$ cat src/logic/aperiodic_pkg.sv
// Constants and types shared by the aperiodic list register block and its FIFO.
// Assumes a 16-bit processor I/O port carrying command codes, then data words.
package aperiodic_pkg;
	localparam int WORD_W     = 16;
	localparam int MEM_ADDR_W = 11;
	localparam int INDEX_W    = 5;
	localparam int BLOCK_W    = 10;
	localparam int MAP_W      = 32;
	localparam int FIFO_DEPTH = 4;

	// Command codes, read side
	localparam logic [7:0] CMD_DONE_RD   = 8'h1B;
	localparam logic [7:0] CMD_SKIP_RD   = 8'h1C;
	localparam logic [7:0] CMD_LAST_RD   = 8'h1D;
	localparam logic [7:0] CMD_ACTIVE_RD = 8'h1E;
	localparam logic [7:0] CMD_BUFSZ_RD  = 8'h34;
	localparam logic [7:0] CMD_PORT_RD   = 8'h44;
	localparam logic [7:0] CMD_BLKSZ_RD  = 8'h54;
	// Command codes, write side
	localparam logic [7:0] CMD_SKIP_WR   = 8'h9C;
	localparam logic [7:0] CMD_LAST_WR   = 8'h9D;
	localparam logic [7:0] CMD_BUFSZ_WR  = 8'hB4;
	localparam logic [7:0] CMD_PORT_WR   = 8'hC4;
	localparam logic [7:0] CMD_BLKSZ_WR  = 8'hD4;

	// Reset values, buffer size limit and port step
	localparam logic [15:0] BUFSZ_RESET  = 16'h0200;
	localparam logic [15:0] BUFSZ_MAX    = 16'h1000;
	localparam logic [31:0] MAP_RESET    = 32'h0000_0000;
	localparam logic [9:0]  BLKSZ_RESET  = 10'h000;
	localparam logic [4:0]  INDEX_RESET  = 5'h00;
	localparam logic [15:0] PORT_START   = 16'h0000;
	localparam logic [15:0] PORT_STEP    = 16'h0002;

	typedef enum logic [1:0] {
		ST_IDLE       = 2'b00,
		ST_REG_ACCESS = 2'b01,
		ST_PORT_READ  = 2'b11,
		ST_PORT_WRITE = 2'b10
	} access_state_t;
endpackage

$ cat src/logic/word_stream_if.sv
// Valid/ready word stream between the register block and its FIFO.
// Assumes both ends run on the same clock.
`timescale 1ns/1ps
interface word_stream_if #(
	parameter int WIDTH = 16
);
	logic             valid;
	logic             ready;
	logic [WIDTH-1:0] data;

	modport source (output valid, output data, input ready);
	modport sink   (input valid, input data, output ready);
endinterface // word_stream_if

$ cat src/logic/word_fifo.sv
// Small synchronous FIFO with valid/ready on both sides.
// Assumes one clock, asynchronous active-high reset.
`timescale 1ns/1ps
module word_fifo #(
	parameter int WIDTH = 16,
	parameter int DEPTH = 4
) (
	input  wire logic   mclk,
	input  wire logic   rst,
	word_stream_if.sink   in_s,
	word_stream_if.source out_s
);
	localparam int PW = $clog2(DEPTH);
	localparam int CW = $clog2(DEPTH + 1);

	typedef struct packed {
		logic [DEPTH-1:0][WIDTH-1:0] mem;
		logic [PW-1:0]               wptr;
		logic [PW-1:0]               rptr;
		logic [CW-1:0]               count;
		logic                        full;
		logic                        empty;
	} fifo_t;

	fifo_t st_reg;
	fifo_t st_next;
	logic  push;
	logic  pop;

	assign push        = in_s.valid && !st_reg.full;
	assign pop         = out_s.ready && !st_reg.empty;
	assign in_s.ready  = !st_reg.full;
	assign out_s.valid = !st_reg.empty;
	assign out_s.data  = st_reg.mem[st_reg.rptr];

	always_comb begin
		st_next = st_reg;
		if (push) begin
			st_next.mem[st_reg.wptr] = in_s.data;
			st_next.wptr = (st_reg.wptr == PW'(DEPTH - 1)) ? '0 : st_reg.wptr + 1'b1;
		end
		if (pop) begin
			st_next.rptr = (st_reg.rptr == PW'(DEPTH - 1)) ? '0 : st_reg.rptr + 1'b1;
		end
		if (push && !pop) begin
			st_next.count = st_reg.count + 1'b1;
		end else if (pop && !push) begin
			st_next.count = st_reg.count - 1'b1;
		end
		st_next.full  = (st_next.count == CW'(DEPTH));
		st_next.empty = (st_next.count == '0);
	end

	always_ff @(posedge mclk or posedge rst) begin
		if (rst) begin
			st_reg       <= '0;
			st_reg.empty <= 1'b1;
		end else begin
			st_reg <= st_next;
		end
	end
endmodule // word_fifo

$ cat src/logic/aperiodic_list_buffer_regs.sv
// Aperiodic list register set: sizing, data port, done/skip/last maps, active index.
// Assumes a command/data processor port, an external buffer memory with a
// ready handshake and one-cycle read latency, and an external transaction engine.
`timescale 1ns/1ps
module aperiodic_list_buffer_regs
	import aperiodic_pkg::*;
(
	input  wire logic                  mclk,
	input  wire logic                  rst,
	input  wire logic                  cmd_strobe,
	input  wire logic [7:0]            cmd_code,
	input  wire logic                  data_wr_strobe,
	input  wire logic [WORD_W-1:0]     port_word_in,
	input  wire logic                  data_rd_strobe,
	output logic      [WORD_W-1:0]     port_word_out,
	output logic                       port_word_valid,
	output logic                       port_wr_ready,
	input  wire logic [WORD_W-1:0]     transfer_byte_count,
	output logic                       all_transfers_ended_flag,
	output logic                       buffer_status_update,
	output logic      [MEM_ADDR_W-1:0] mem_addr,
	output logic                       mem_wr_en,
	output logic      [WORD_W-1:0]     mem_wdata,
	output logic                       mem_rd_en,
	input  wire logic                  mem_ready,
	input  wire logic [WORD_W-1:0]     mem_rdata,
	input  wire logic                  engine_done,
	input  wire logic                  engine_ack,
	input  wire logic                  engine_advance,
	output logic      [INDEX_W-1:0]    active_entry_index,
	output logic                       active_entry_skip,
	output logic      [WORD_W-1:0]     buffer_size_field,
	output logic      [BLOCK_W-1:0]    block_length_field
);
	typedef struct packed {
		access_state_t         state;
		logic                  write_dir;
		logic                  word_sel;
		logic [7:0]            code;
		logic [MAP_W-1:0]      hold;
		logic [WORD_W-1:0]     buffer_size;
		logic [BLOCK_W-1:0]    block_length;
		logic [MAP_W-1:0]      completion_bits;
		logic [MAP_W-1:0]      bypass_bits;
		logic [MAP_W-1:0]      final_entry_bits;
		logic [INDEX_W-1:0]    index;
		logic                  active_skip;
		logic [WORD_W-1:0]     byte_count;
		logic [WORD_W-1:0]     ptr;
		logic [WORD_W-1:0]     rd_data;
		logic                  rd_valid;
		logic                  rd_pending;
		logic [MEM_ADDR_W-1:0] mem_addr;
		logic                  mem_wr_en;
		logic                  mem_rd_en;
		logic [WORD_W-1:0]     mem_wdata;
		logic                  ended;
		logic                  status_update;
	} regs_t;

	regs_t st_reg;
	regs_t st_next;
	logic  drain_ok;

	word_stream_if #(.WIDTH(WORD_W)) in_s ();
	word_stream_if #(.WIDTH(WORD_W)) out_s ();

	// Read value of a register; reserved bits are forced to zero
	function automatic logic [MAP_W-1:0] read_value(input logic [7:0] code, input regs_t r);
		logic [MAP_W-1:0] v;
		v = '0;
		unique case (code)
			CMD_DONE_RD:   v = r.completion_bits;
			CMD_SKIP_RD:   v = r.bypass_bits;
			CMD_LAST_RD:   v = r.final_entry_bits;
			CMD_ACTIVE_RD: v = {{(MAP_W - INDEX_W){1'b0}}, r.index};
			CMD_BUFSZ_RD:  v = {{(MAP_W - WORD_W){1'b0}}, r.buffer_size};
			CMD_BLKSZ_RD:  v = {{(MAP_W - BLOCK_W){1'b0}}, r.block_length};
			default:       v = '0;
		endcase
		return v;
	endfunction

	function automatic logic is_reg_write(input logic [7:0] code);
		return (code == CMD_SKIP_WR) || (code == CMD_LAST_WR) ||
			(code == CMD_BUFSZ_WR) || (code == CMD_BLKSZ_WR);
	endfunction

	function automatic logic is_reg_read(input logic [7:0] code);
		return (code == CMD_DONE_RD) || (code == CMD_SKIP_RD) || (code == CMD_LAST_RD) ||
			(code == CMD_ACTIVE_RD) || (code == CMD_BUFSZ_RD) || (code == CMD_BLKSZ_RD);
	endfunction

	function automatic logic [INDEX_W-1:0] next_index(input logic [INDEX_W-1:0] idx,
		input logic [MAP_W-1:0] last_map);
		return last_map[idx] ? INDEX_RESET : idx + 1'b1;
	endfunction

	// Write path goes through the FIFO so a slow memory stalls the driver
	assign in_s.valid  = data_wr_strobe && (st_reg.state == ST_PORT_WRITE);
	assign in_s.data   = port_word_in;
	assign drain_ok    = !st_reg.mem_wr_en || mem_ready;
	assign out_s.ready = drain_ok && (st_reg.state == ST_PORT_WRITE);

	word_fifo #(
		.WIDTH(WORD_W),
		.DEPTH(FIFO_DEPTH)
	) u_fifo (
		.mclk (mclk),
		.rst  (rst),
		.in_s (in_s),
		.out_s(out_s)
	);

	always_comb begin
		st_next               = st_reg;
		st_next.rd_valid      = 1'b0;
		st_next.ended         = 1'b0;
		st_next.status_update = 1'b0;

		// Memory handshakes
		if (st_reg.mem_wr_en && mem_ready) begin
			st_next.mem_wr_en = 1'b0;
		end
		if (st_reg.mem_rd_en && mem_ready) begin
			st_next.mem_rd_en  = 1'b0;
			st_next.rd_pending = 1'b1;
		end
		if (st_reg.rd_pending) begin
			st_next.rd_pending = 1'b0;
			st_next.rd_data    = mem_rdata;
			st_next.rd_valid   = 1'b1;
		end

		// Byte pointer; memory sees word addresses, wrapping at 4096 bytes
		// drain pointer advance
		if (out_s.valid && out_s.ready) begin
			st_next.mem_wr_en = 1'b1;
			st_next.mem_addr  = st_reg.ptr[MEM_ADDR_W:1];
			st_next.mem_wdata = out_s.data;
			st_next.ptr       = st_reg.ptr + PORT_STEP;
		end

		unique case (st_reg.state)
			ST_IDLE: begin
			end
			ST_REG_ACCESS: begin
				if (st_reg.write_dir && data_wr_strobe) begin
					st_next.word_sel = !st_reg.word_sel;
					// Low word first; 16-bit registers keep the first word only
					// reserved bits dropped
					unique case (st_reg.code)
						CMD_SKIP_WR: begin
							if (st_reg.word_sel) begin
								st_next.bypass_bits[31:16] = port_word_in;
							end else begin
								st_next.bypass_bits[15:0] = port_word_in;
							end
						end
						CMD_LAST_WR: begin
							if (st_reg.word_sel) begin
								st_next.final_entry_bits[31:16] = port_word_in;
							end else begin
								st_next.final_entry_bits[15:0] = port_word_in;
							end
						end
						CMD_BUFSZ_WR: begin
							if (!st_reg.word_sel) begin
								st_next.buffer_size = port_word_in;
							end
						end
						CMD_BLKSZ_WR: begin
							if (!st_reg.word_sel) begin
								st_next.block_length = port_word_in[BLOCK_W-1:0];
							end
						end
						default: begin
						end
					endcase
				end
				if (!st_reg.write_dir && data_rd_strobe) begin
					st_next.word_sel = !st_reg.word_sel;
					st_next.rd_data  = st_reg.word_sel ? st_reg.hold[31:16] : st_reg.hold[15:0];
					st_next.rd_valid = 1'b1;
				end
			end
			ST_PORT_READ: begin
				// One memory read in flight; strobes meanwhile are dropped
				// read pointer advance
				if (data_rd_strobe && !st_reg.mem_rd_en && !st_reg.rd_pending &&
					(st_reg.ptr < st_reg.byte_count)) begin
					st_next.mem_rd_en = 1'b1;
					st_next.mem_addr  = st_reg.ptr[MEM_ADDR_W:1];
					st_next.ptr       = st_reg.ptr + PORT_STEP;
				end
				if (!st_reg.mem_rd_en && (st_reg.ptr >= st_reg.byte_count)) begin
					st_next.state         = ST_IDLE;
					st_next.ended         = 1'b1;
					st_next.status_update = 1'b1;
				end
			end
			ST_PORT_WRITE: begin
				// Waits for the FIFO and the last memory write to drain
				// end of write transfer
				if ((st_reg.ptr >= st_reg.byte_count) && !out_s.valid && drain_ok) begin
					st_next.state         = ST_IDLE;
					st_next.ended         = 1'b1;
					st_next.status_update = 1'b1;
				end
			end
		endcase

		// Command decode; a new command aborts the previous access
		if (cmd_strobe) begin
			st_next.code     = cmd_code;
			st_next.word_sel = 1'b0;
			if (is_reg_read(cmd_code)) begin
				st_next.state     = ST_REG_ACCESS;
				st_next.write_dir = 1'b0;
				// Snapshot keeps both halves of a 32-bit read consistent
				st_next.hold      = read_value(cmd_code, st_reg);
				if (cmd_code == CMD_DONE_RD) begin
					st_next.completion_bits = MAP_RESET;
				end
			end else if (is_reg_write(cmd_code)) begin
				st_next.state     = ST_REG_ACCESS;
				st_next.write_dir = 1'b1;
			end else if ((cmd_code == CMD_PORT_RD) || (cmd_code == CMD_PORT_WR)) begin
				st_next.state      = (cmd_code == CMD_PORT_RD) ? ST_PORT_READ : ST_PORT_WRITE;
				st_next.ptr        = PORT_START;
				st_next.byte_count = transfer_byte_count;
			end else begin
				st_next.state = ST_IDLE;
			end
		end

		if (engine_done && engine_ack && !st_reg.bypass_bits[st_reg.index]) begin
			st_next.completion_bits[st_reg.index] = 1'b1;
		end

		if (engine_advance) begin
			st_next.index = next_index(st_reg.index, st_reg.final_entry_bits);
		end

		// The engine steps past a skipped entry itself; the index only counts
		// skip follows live map
		st_next.active_skip = st_next.bypass_bits[st_next.index];
	end

	always_ff @(posedge mclk or posedge rst) begin
		if (rst) begin
			st_reg                  <= '0;
			st_reg.state            <= ST_IDLE;
			st_reg.buffer_size      <= BUFSZ_RESET;
			st_reg.block_length     <= BLKSZ_RESET;
			st_reg.completion_bits  <= MAP_RESET;
			st_reg.bypass_bits      <= MAP_RESET;
			st_reg.final_entry_bits <= MAP_RESET;
			st_reg.index            <= INDEX_RESET;
		end else begin
			st_reg <= st_next;
		end
	end

	assign port_word_out            = st_reg.rd_data;
	assign port_word_valid          = st_reg.rd_valid;
	assign port_wr_ready            = in_s.ready;
	assign all_transfers_ended_flag = st_reg.ended;
	assign buffer_status_update     = st_reg.status_update;
	assign mem_addr                 = st_reg.mem_addr;
	assign mem_wr_en                = st_reg.mem_wr_en;
	assign mem_wdata                = st_reg.mem_wdata;
	assign mem_rd_en                = st_reg.mem_rd_en;
	assign active_entry_index       = st_reg.index;
	assign active_entry_skip        = st_reg.active_skip;
	assign buffer_size_field        = st_reg.buffer_size;
	assign block_length_field       = st_reg.block_length;
endmodule // aperiodic_list_buffer_regs

$ cat config.mk
export PLATFORM = sky130hd
export DESIGN_NAME = aperiodic_list_buffer_regs
export DESIGN_NICKNAME = d
export VERILOG_FILES = /design/src/logic/aperiodic_pkg.sv /design/src/logic/word_stream_if.sv /design/src/logic/word_fifo.sv /design/src/logic/aperiodic_list_buffer_regs.sv
export SDC_FILE = /design/constraint.sdc
export NUM_CORES = 1
export LEC_CHECK = 0
export BUFFER_PORTS_ARGS = -buffer_cell sky130_fd_sc_hd__buf_2
export CORE_MARGIN = 4
export CORE_UTILIZATION = 40
export CTS_BUF_LIST = sky130_fd_sc_hd__clkbuf_4
export DETAILED_ROUTE_END_ITERATION = 7
export PLACE_DENSITY_LB_ADDON = 0.2
export SYNTH_ARGS = -nofsm -noshare
export SYNTH_HDL_FRONTEND = slang
export SYNTH_SLANG_ARGS = --single-unit
export TNS_END_PERCENT = 50
$ cat constraint.sdc
create_clock -name mclk -period 14.65 [get_ports mclk]
set_input_delay 1.465 -clock mclk [delete_from_list [all_inputs] [get_ports mclk]]
set_output_delay 1.465 -clock mclk [all_outputs]
set_load 0.01 [all_outputs]
# --- Word-level counts from Yosys, hierarchy flattened ---
# Cells that the tools add are included.
totals:
  input_bits: 65
  reg_bits: 326
  output_inout_bits: 81
classes:
  reduce_logical: 55
  add_sub_neg: 6
  n_mux: 67
  n_lt_le_gt_ge: 8
  eq_ne: 24
  bitwise_logic: 4
op_table:
  columns: ["operator", "n"]
  rows:
  - ["$mux W16", 14]
  - ["$mux W32", 7]
  - ["$pmux W32 S6", 1]
  - ["$mux W64", 2]
  - ["$eq A8 B8 Y1 const B", 9]
  - ["$bwmux W64", 1]
  - ["$mux W44", 1]
  - ["$mux W17", 2]
  - ["$bmux W16 S2", 1]
  - ["$demux W16 S2", 1]
  - ["$eq A8 B5 Y1 const B", 4]
  - ["$or A32 B32 Y32", 1]
  - ["$mux W11", 2]
  - ["$logic_and A1 B1 Y1", 20]
  - ["$reduce_and A4 Y1", 5]
  - ["$mux W18", 1]
  - ["$add A16 B2 Y16 const B", 1]
  - ["$eq A8 B7 Y1 const B", 2]
  - ["$ge A16 B16 Y1", 1]
  - ["$lt A16 B16 Y1", 1]
  - ["$mux W2", 8]
  - ["$bmux W1 S5", 3]
  - ["$mux W1", 14]
  - ["$lt A5 B6 Y1 const B", 2]
  - ["26 further kinds", 60]

# --- Longest topological paths before layout ---
# Gate-level depths: netlist of the first run.
logic_depth:
  depth_word: 11
  ltp_mapped: 13
  ltp_nobuf: 12

# --- Hierarchy ---
# A second synthesis of the first run with hierarchy kept.
hier_totals:
  cells_unflattened: 1486
  area_unflattened_um2: 16417.0
modules_own_cells:
  columns: ["module", "cells_each", "seq_area_each_um2", "area_each_um2", "n_inst"]
  rows:
  - ["aperiodic_list_buffer_regs", 1272, 6282.3, 13081.3, 1]
  - ["word_fifo", 214, 1828.0, 3335.7, 1]

# --- Worst setup path before layout of the first run ---
# Ideal clock, no wire load.
synth_timing:
  path_kind: "input to register"
  from: "input port data_wr_strobe"
  to: "register st_reg, in the netlist buffer_size_field[0]"
  t_required_ps: 14525
  stages: 6
  path_slack_ps: 10940
  arrival_time_ps: 3585
  path_cell_list: "nand2_1 -> or3_1 -> or4_1 -> nor3b_1 -> buf_2 -> mux2_2"
synth_via:
  elab_chain_cells: 2
synth_rtl:
  columns: ["item", "line", "source"]
  rows:
  - ["start: declaration", "aperiodic_list_buffer_regs.sv:12", "input wire logic data_wr_strobe,"]
  - ["$logic_and A1 B1 Y1", "aperiodic_list_buffer_regs.sv:148", "if (st_reg.write_dir && data_wr_strobe) begin"]
  - ["$reduce_and A4 Y1 (no source line)", null, null]
  - ["end signal: assignment", "aperiodic_list_buffer_regs.sv:261", "st_reg <= st_next;"]
  - ["end: declaration", "aperiodic_list_buffer_regs.sv:61", "regs_t st_reg;"]
# Every way passes these cells.
# A chain may end at the register's enable or synchronous reset.

==> summary.txt, run 1 <==
Final setup fails: 0
Synth Warn #: 0
PostCTS Resize Cnt: 0
Via-per-instance ratio: 5.39
Worst-case clock buffer depth: 3
Core area: 40000 um2
CP arrival: 4.76 ns
Antenna violations before repair: 1
GRT overflow: 0
RSZ-0062 raised after global routing: no
CTS tree: yes
Number of global-route vias before repair: 11600
Most common cell after layout, fill and taps aside: dfrtp_1
Area of the multi-input gates: 7100 um2
Worst Hold Class: flop to flop
Startpoint Class: flop
Area Growth Syn to Fin: 10.8%
DRT Pass-1 Iters: 5
Buffers on Ports: 145
Routability cong.: 0.904
Starting DRC count in detailed routing: 842
Sink Count: 324
Initial core utilization: 40.7%
Die area: 44000 um2
Seq/Total Area, Yosys: 49.8%
Final min period: 4.10 ns
Cell count after synthesis: 1445
Pins Over Slew Limit: 0
Post-detail-place hpwl: 30000 um
MaxCap Viol Count: 0
Layout cells sized above 1: 32.7%
Syn_nets: 1537
CP endpoint kind: flop
Ports: 146
Pin slew with the least headroom to its limit: 1.12 ns
Post-Syn Area per Cell: 11.3 um2
Seq cells post-synth: 324
Synthesized area: 16300 um2
Placement Setup Slack: 10.44 ns
Leakage Power: 0.00884 uW
Layout Utilization: 45.1%
Register Area: 8110 um2
Fin crit share: 28.0%
First-pass GRT wire length: 68900 um
Peak VDD IR: 0.0000408 V
Skew final: 0.0409 ns
Die W: 210 um
Worst-path clk slew: 0.07 ns
CTS Buf Count: 89
Commonest non-fill, non-tap cells in the layout: dfrtp_1, mux2_2, nand2_1
Height of the die: 210 um
Root buf cell: clkbuf_4
Remaining DRCs: 0
Max reg flops: 172
DR vias: 11500
Hold Fails Final Rpt: 0
Post-synth EDFFs: 0
Cts hold-fix bufs: 0
CTS H-tree lvls: 3
Drt total wl: 43800 um
CP required: 15.30 ns
Post-synth ARST share: 100%
All-Layer GR Usage: 19.9%
CP max FO: 14
Worst slew slack as a fraction of its limit: 25.2%
Final setup TNS: 0 ns
Clock latency on the worst-skew pair: 0.75 ns
Final nets: 1625
Pin count of the biggest net entering global routing: 148
Post-CTS setup buffers: 0
Main flop type after synthesis: dfrtp_1
Fin worst setup slack: 10.55 ns
Unique cell type count in the Yosys netlist: 70
Num rows: 73
Type of the worst setup path: flop to flop
Power Dens Cells: 136 nW/um2
Fill cells: 3822
ANT nets after route: 0
Outcome: completed
Per-cell routed wire length: 20.6 um
Achievable Freq: 244 MHz
synthesized netlist by cell type (3+ instances only):
master	instances	area share, %
a31oi_1	11	0.42
a211oi_1	21	0.97
nor3_1	16	0.49
nand3b_1	5	0.23
a221oi_1	16	0.86
dfrtp_1	322	50
a21o_1	4	0.18
buf_1	18	0.42
nor3b_1	11	0.51
nand2b_1	8	0.31
buf_4	82	3.8
nand4_1	11	0.42
and3_1	12	0.46
o22ai_1	6	0.23
xnor2_1	7	0.38
mux2_2	168	12
o21a_1	4	0.18
mux4_1	3	0.48
a21oi_1	74	2.3
mux2i_1	69	4.2
nand3_1	7	0.22
buf_6	3	0.21
a32o_1	5	0.31
ha_1	27	2.1
clkbuf_1	61	1.4
o21ai_0	39	1.2
nand2_1	147	3.4
mux4_2	25	3.5
nor2b_1	22	0.85
buf_2	6	0.18
and2_1	10	0.38
xor2_1	13	0.70
a22oi_1	7	0.32
a22o_1	32	1.7
nor2_1	100	2.3
inv_1	30	0.69
final cells by class:
type                       count  share of cell area [%]
multi-input combinational    918                    39.4
tap                          525                    3.64
clock buffer                 129                    5.37
antenna                        1                  0.0139
sequential                   324                    45.0
timing repair buffer         167                    4.94
inverter                      33                   0.756
clock inverter                27                   0.895
stage by stage:
stage | hold slack (ns) | area (um2) | power [uW] | instances
3_3_place_gp | 0.452 | 16900 | 1650 | 1967
6_report | 0.469 | 18000 | 2450 | 2124
2_1_floorplan | 0.440 | 16300 | 1540 | 1445
5_1_grt | 0.502 | 18000 | 2600 | 2124
4_1_cts | 0.473 | 18000 | 2480 | 2123
3_5_place_dp | 0.458 | 16900 | 1660 | 1967
worst paths after layout:
path | to | depth (start not counted) | slack, ns | from
worst max-delay path | active_entry_skip | 11 | 10.55 | active_entry_index[0]
worst min-delay path | mem_addr[6] | 2 | 0.47 | mem_addr[6]
worst max register to register | active_entry_skip | 11 | 10.55 | active_entry_index[0]
worst min register to register | mem_addr[6] | 2 | 0.47 | mem_addr[6]
max in group asynchronous | st_reg[106] | 4 | 11.55 | rst
min in group asynchronous | st_reg[151] | 2 | 1.01 | rst
critical path, cell delays in order, from the launching register on:
cell and delay [ns]:
dfrtp_1 0.75, buf_4 0.40, mux4_2 0.54, a22o_1 0.25, nor4_1 0.37, a31oi_2 0.14
o22a_2 0.41, inv_2 0.24, mux2_2 0.38, a211oi_1 0.24, a31oi_1 0.09, a22oi_1 0.20
where the power goes:
part | switching (uW) | internal, uW
clock network | 377 | 438
logic | 305 | 230
registers | 92.3 | 1010
total | 774 | 1680
routing by layer:
layer / up-vias / part of all wire, % / track usage [%]
met5: - / 0 / 0
met1: 5734 / 47 / 28.6
met4: 0 / 2.1 / 5.99
met2: 355 / 44 / 29.9
met3: 70 / 6.5 / 4.81
li1: 5299 / - / -
cell families (layout without fill, tap and decap cells):
kind of cell / Yosys count / after routing / share of synthesized area [%]
compound gates: 241 / 241 / 10.0
other cells: 0 / 1 / 0
xor+xnor: 20 / 20 / 1.08
buf+inv: 203 / 356 / 6.79
flops: 324 / 324 / 49.8
mux: 265 / 265 / 19.8
fa+ha+maj: 27 / 27 / 2.08
simple gates: 365 / 365 / 10.4
(Power assumes the default switching activity.)
==> inputs of run 2 (changes only) <==
- clock period: 14.65 -> 3.43 ns (I/O delays scaled with it)
==> summary.txt, run 2 (synthesis gave the netlist of run 1 again) <==
Clock latency on the worst-skew pair: 0.77 ns (+0.02 ns)
Area Growth Syn to Fin: 16.1%
Achievable Freq: 307 MHz (+26%)
Pin count of the biggest net entering global routing: 140 (-5.4%)
Fin cells: 2208 (+4.0%)
Root buf cell: clkbuf_4
Hold Fails Final Rpt: 0 (unchanged)
Buffers on Ports: 145 (unchanged)
Power Dens Cells: 566 nW/um2 (+320%)
Routability cong.: 0.917 (+1.3%)
Max stage delay on crit path: 0.51 ns (-0.24 ns)
Worst-case clock buffer depth: 3 (unchanged)
R2r worst-path depth: 11 (unchanged)
Pins Over Slew Limit: 0 (unchanged)
Max reg flops: 172 (unchanged)
Critical path's slowest cell: mux4_2
CP Capture Point: active_entry_skip
Number of global-route vias before repair: 12000 (+3.9%)
Layout cells sized above 1: 32.8% (+0.15 points)
R2r endpoint: active_entry_skip
Fin crit share: 95.1% (+67 points)
Buf/Inv on CP: 2 (unchanged)
Crit path cell chain: buf_4 > mux4_2 > a22o_1 > nor4_1 > a31oi_2 > o22a_2 > clkinv_2 > mux2_2 > a211oi_1 > nor4_2 > a22oi_1
Worst path depth: 11 (unchanged)
Initial core utilization: 40.7% (unchanged)
CP arrival: 3.92 ns (-0.84 ns)
Post-CTS setup buffers: 0 (unchanged)
Die W: 210 um (unchanged)
Final min period: 3.26 ns (-0.839 ns)
Final setup TNS: 0 ns (unchanged)
Final nets: 1712 (+5.4%)
Leakage Power: 0.00925 uW (+4.6%)
CP max FO: 12 (-2)
DR vias: 11800 (+3.2%)
Startpoint Class: flop
Fill cells: 3708 (-3.0%)
Via-per-instance ratio: 5.35 (-0.77%)
Worst slew slack as a fraction of its limit: 25.3% (+0.11 points)
All-Layer GR Usage: 20.7% (+0.84 points)
DRT Pass-1 Iters: 5 (unchanged)
MaxCap Viol Count: 0 (unchanged)
Outcome: completed
Sink Count: 324 (unchanged)
Worst-path clk slew: 0.06 ns (about the same)
CP top delay family: compound AO/OA/AOI/OAI gates
Skew final: 0.0405 ns (-0.000453 ns)
Antenna violations before repair: 1 (unchanged)
Register Area: 8110 um2 (unchanged)
ANT nets after route: 0 (unchanged)
Worst setup path startpoint: active_entry_index[0]
Final hold slack: 0.199 ns (-0.270 ns)
CTS tree: yes
RR Startpoint: active_entry_index[0]
Post-detail-place hpwl: 31900 um (+6.3%)
Type of the worst setup path: flop to flop
CTS H-tree lvls: 3 (unchanged)
Most common cell after layout, fill and taps aside: dfrtp_1
Per-cell routed wire length: 20.7 um (+0.15%)
Height of the die: 210 um (unchanged)
GRT overflow: 0 (unchanged)
Starting DRC count in detailed routing: 866 (+2.9%)
Die area: 44000 um2 (unchanged)
Inst Count DP: 1992 (+1.3%)
CTS Buf Count: 89 (unchanged)
Drt total wl: 45600 um (+4.1%)
Commonest non-fill, non-tap cells in the layout: dfrtp_1, mux2_2, nand2_1
Final setup fails: 0 (unchanged)
Pin slew with the least headroom to its limit: 1.12 ns (-0.00167 ns)
Num rows: 73 (unchanged)
CP endpoint kind: flop
Area of the multi-input gates: 7100 um2 (unchanged)
Core area: 40000 um2 (unchanged)
Remaining DRCs: 0 (unchanged)
First-pass GRT wire length: 71600 um (+4.0%)
Layout Utilization: 47.2% (+2.1 points)
Peak VDD IR: 0.000206 V (+400%)
Reg2Reg Setup Slack: 0.17 ns (-10.38 ns)
Ports: 146 (unchanged)
Worst Hold Class: input pin to flop
CP required: 4.08 ns (-11.22 ns)
==> run 2: worst min-delay path by stage <==
stage | to | start | slack, ns | depth (start not counted)
global route | u_fifo.st_reg[8] | data_wr_strobe | 0.16 | 5
floorplan | mem_addr[10] | mem_addr[10] | 0.44 | 2
detailed placement | mem_addr[10] | mem_addr[10] | 0.45 | 2
CTS | u_fifo.st_reg[8] | data_wr_strobe | 0.1 | 5
finish | u_fifo.st_reg[8] | data_wr_strobe | 0.20 | 5
global placement | mem_addr[10] | mem_addr[10] | 0.45 | 2
==> run 2: metrics by stage <==
| step | cell area [um2] | setup WS [ns] | total power [uW] |
|---|---|---|---|
| finish | 18900 | 0.168 | 10700 |
| global placement | 17100 | 0.269 | 7100 |
| detailed placement | 17100 | 0.179 | 7150 |
| global route | 18900 | -0.00326 | 11400 |
| floorplan | 16300 | -1.23 | 6560 |
| CTS | 18900 | 0.162 | 10800 |
==> run 2: area by class of cell <==
class | instances | share of cell area, %
sequential | 324 | 42.9
tap | 525 | 3.48
antenna | 1 | 0.0132
inverter | 33 | 0.709
clock inverter | 16 | 0.623
clock buffer | 137 | 5.44
timing repair buffer | 254 | 9.19
multi-input combinational | 918 | 37.6
==> run 2: metal layers <==
metal,global-route usage [%],part of all wire [%]
met3,4.53,6.2
met4,6.80,2.3
met1,30.5,48
met5,0,0
met2,30.5,44
==> run 2: what timing repair did <==
action,4_1_cts,5_1_grt
gates resized for setup,0,2
hold buffers,62,0
hold endpoints to repair,430,0
endpoints found under the setup margin,0,1
==> run 2: worst min-delay path, delay by kind of cell <==
family,cells,cell delay [ns]
AOI/OAI and AO/OA,1,0.07
and+or+nand+nor,2,0.20
buffers and inverters,2,0.29
==> run 2: where the power goes <==
group          switching, uW  internal (uW)  total [uW]
logic                   1400           1110        2510
registers                313           4330        4640
clock network           1600           1950        3550
==> inputs of run 3 (changes only) <==
--- a/config.mk
+++ b/config.mk
@@ -10,4 +10,5 @@
 export CORE_UTILIZATION = 40
 export CTS_BUF_LIST = sky130_fd_sc_hd__clkbuf_4
+export CTS_CLUSTER_SIZE = 16
 export DETAILED_ROUTE_END_ITERATION = 7
 export PLACE_DENSITY_LB_ADDON = 0.2
==> constraint.sdc (replaced) <==
create_clock -name mclk -period 3.43 [get_ports mclk]
set_input_delay 0.1715 -clock mclk [delete_from_list [all_inputs] [get_ports mclk]]
set_output_delay 0.1715 -clock mclk [all_outputs]
set_load 0.01 [all_outputs]
==> summary.txt, run 3 (synthesis gave the netlist of run 1 again) <==
RSZ-0062 raised after global routing: no
CTS tree: yes
Per-cell routed wire length: 20.7 um (about the same)
GRT overflow: 0 (unchanged)
Hold depth: 6 (+1)
Reg2Reg Setup Slack: 0.17 ns (about the same)
Final hold slack: 0.175 ns (-0.0242 ns)
Post-CTS setup buffers: 0 (unchanged)
Area Growth Syn to Fin: 17.3%
Starting DRC count in detailed routing: 912 (+5.3%)
Critical path's slowest cell: mux4_1
Placement Setup Slack: 0.181 ns (+0.00270 ns)
Buffers on Ports: 145 (unchanged)
Max stage delay on crit path: 0.60 ns (+0.09 ns)
Num rows: 73 (unchanged)
Worst Hold Class: input pin to flop
GR Layer Usage met2: 31.0% (+0.47 points)
CTS H-tree lvls: 3 (unchanged)
Initial core utilization: 40.7% (unchanged)
Leakage Power: 0.00934 uW (+0.99%)
Met1 usage: 30.2% (-0.30 points)
Die W: 210 um (unchanged)
First-pass GRT wire length: 72200 um (+0.72%)
R2r worst-path depth: 11 (unchanged)
Fill cells: 3749 (+1.1%)
Fin crit share: 94.9% (-0.19 points)
CP max FO: 8 (-4)
Drt total wl: 46200 um (+1.2%)
Commonest non-fill, non-tap cells in the layout: dfrtp_1, mux2_2, nand2_1
Register Area: 8110 um2 (about the same)
Die area: 44000 um2 (unchanged)
Antenna violations before repair: 2 (+1)
Peak VDD IR: 0.000279 V (+35%)
Worst-case clock buffer depth: 3 (unchanged)
Power Dens Cells: 574 nW/um2 (+1.3%)
Pins Over Slew Limit: 0 (unchanged)
RR Startpoint: active_entry_index[0]
Most common cell after layout, fill and taps aside: dfrtp_1
All-Layer GR Usage: 20.9% (+0.20 points)
Pin slew with the least headroom to its limit: 1.15 ns (+0.0322 ns)
Ports: 146 (unchanged)
Final min period: 3.26 ns (-0.00658 ns)
Clock latency on the worst-skew pair: 0.76 ns (about the same)
Fin worst setup slack: 0.174 ns (+0.00658 ns)
Root buf cell: clkbuf_4
MaxCap Viol Count: 0 (unchanged)
Hold Fails Final Rpt: 0 (unchanged)
Final nets: 1726 (+0.82%)
Worst slew slack as a fraction of its limit: 23.2% (-2.2 points)
CP endpoint kind: flop
Global route hottest layer: met2
Worst hold start: engine_ack
Startpoint Class: flop
R2r endpoint: active_entry_skip
CP arrival: 3.92 ns (about the same)
DRT Pass-1 Iters: 5 (unchanged)
Final setup fails: 0 (unchanged)
CP required: 4.09 ns (about the same)
Via-per-instance ratio: 5.33 (-0.51%)
Core area: 40000 um2 (unchanged)
Area of the multi-input gates: 7100 um2 (about the same)
ANT nets after route: 0 (unchanged)
Type of the worst setup path: flop to flop
Outcome: completed
Post-layout total power: 10900 uW (+2.3%)
Number of global-route vias before repair: 12100 (+0.37%)
Max reg flops: 172 (unchanged)
CTS Buf Count: 93 (+4.5%)
Sink Count: 324 (unchanged)
Met3 Usage GRT: 5.46% (+0.93 points)
Post-detail-place hpwl: 31600 um (-0.78%)
Final Instance Area: 19100 um2 (+1.0%)
Achievable Freq: 307 MHz (+0.20%)
Pin count of the biggest net entering global routing: 96 (-31%)
Crit path cell chain: mux4_1 > a22o_1 > nor4_1 > a31oi_2 > o22a_2 > inv_2 > buf_4 > mux2_2 > o22ai_1 > nor4_2 > a22oi_1
Routability cong.: 0.906 (-1.2%)
WHS Endpoint: st_reg[166]
Placed Instance Area: 17100 um2 (about the same)
Height of the die: 210 um (unchanged)
Worst-path clk slew: 0.06 ns (about the same)
Skew final: 0.0275 ns (-0.0130 ns)
Layout cells sized above 1: 32.8% (-0.050 points)
Remaining DRCs: 0 (unchanged)
DR vias: 11900 (+0.71%)
[run 3: stage by stage]
step | util (%) | setup TNS [ns] | instances
floorplan | - | -342.16 | 1445
detailed placement | 42.8 | 0 | 1994
global route | 47.7 | 0 | 2235
finish | 47.7 | 0 | 2235
CTS | 47.7 | 0 | 2234
global placement | 42.8 | 0 | 1994
[run 3: area by class of cell]
cell class                      count  area share (%)
Inverter                           33           0.695
Tap cell                          525            3.44
Clock inverter                     30            1.07
Sequential cell                   324            42.5
Clock buffer                      140            5.51
Antenna cell                        1          0.0131
Timing Repair Buffer              264            9.60
Multi-Input combinational cell    918            37.2
[run 3: repair_timing]
item	in CTS	in global routing
hold buffers	70	0
setup endpoints to repair	0	1
endpoints found under the hold margin	309	0
resized for setup	0	1
[run 3: worst max-delay path, delay by kind of cell (launching register included)]
| kind | cells | cell delay, ns |
|---|---|---|
| buffers and inverters | 2 | 0.33 |
| multiplexers | 2 | 0.93 |
| AO/OA/AOI/OAI | 5 | 1.06 |
| AND/OR/NAND/NOR | 2 | 0.41 |
| flip-flops | 1 | 0.43 |
[run 3: worst max path at each step]
stage,from,end,cells after the start
after CTS,active_entry_index[0],active_entry_skip,11
after global routing,active_entry_index[0],active_entry_skip,11
after floorplan,rst,active_entry_index[0],1
after global placement,active_entry_index[0],active_entry_skip,11
final,active_entry_index[0],active_entry_skip,11
after detailed placement,active_entry_index[0],active_entry_skip,11
[run 3: routing by layer]
metal / up-vias / routed length (um)
li1: 5523 / -
met1: 5946 / 21900
met2: 365 / 20100
met3: 67 / 3060
met4: 2 / 1080
met5: - / 13
[run 3: power breakdown]
part           switching [uW]  internal (uW)
combinational            1390           1140
clock                    1680           2090
sequential                326           4330
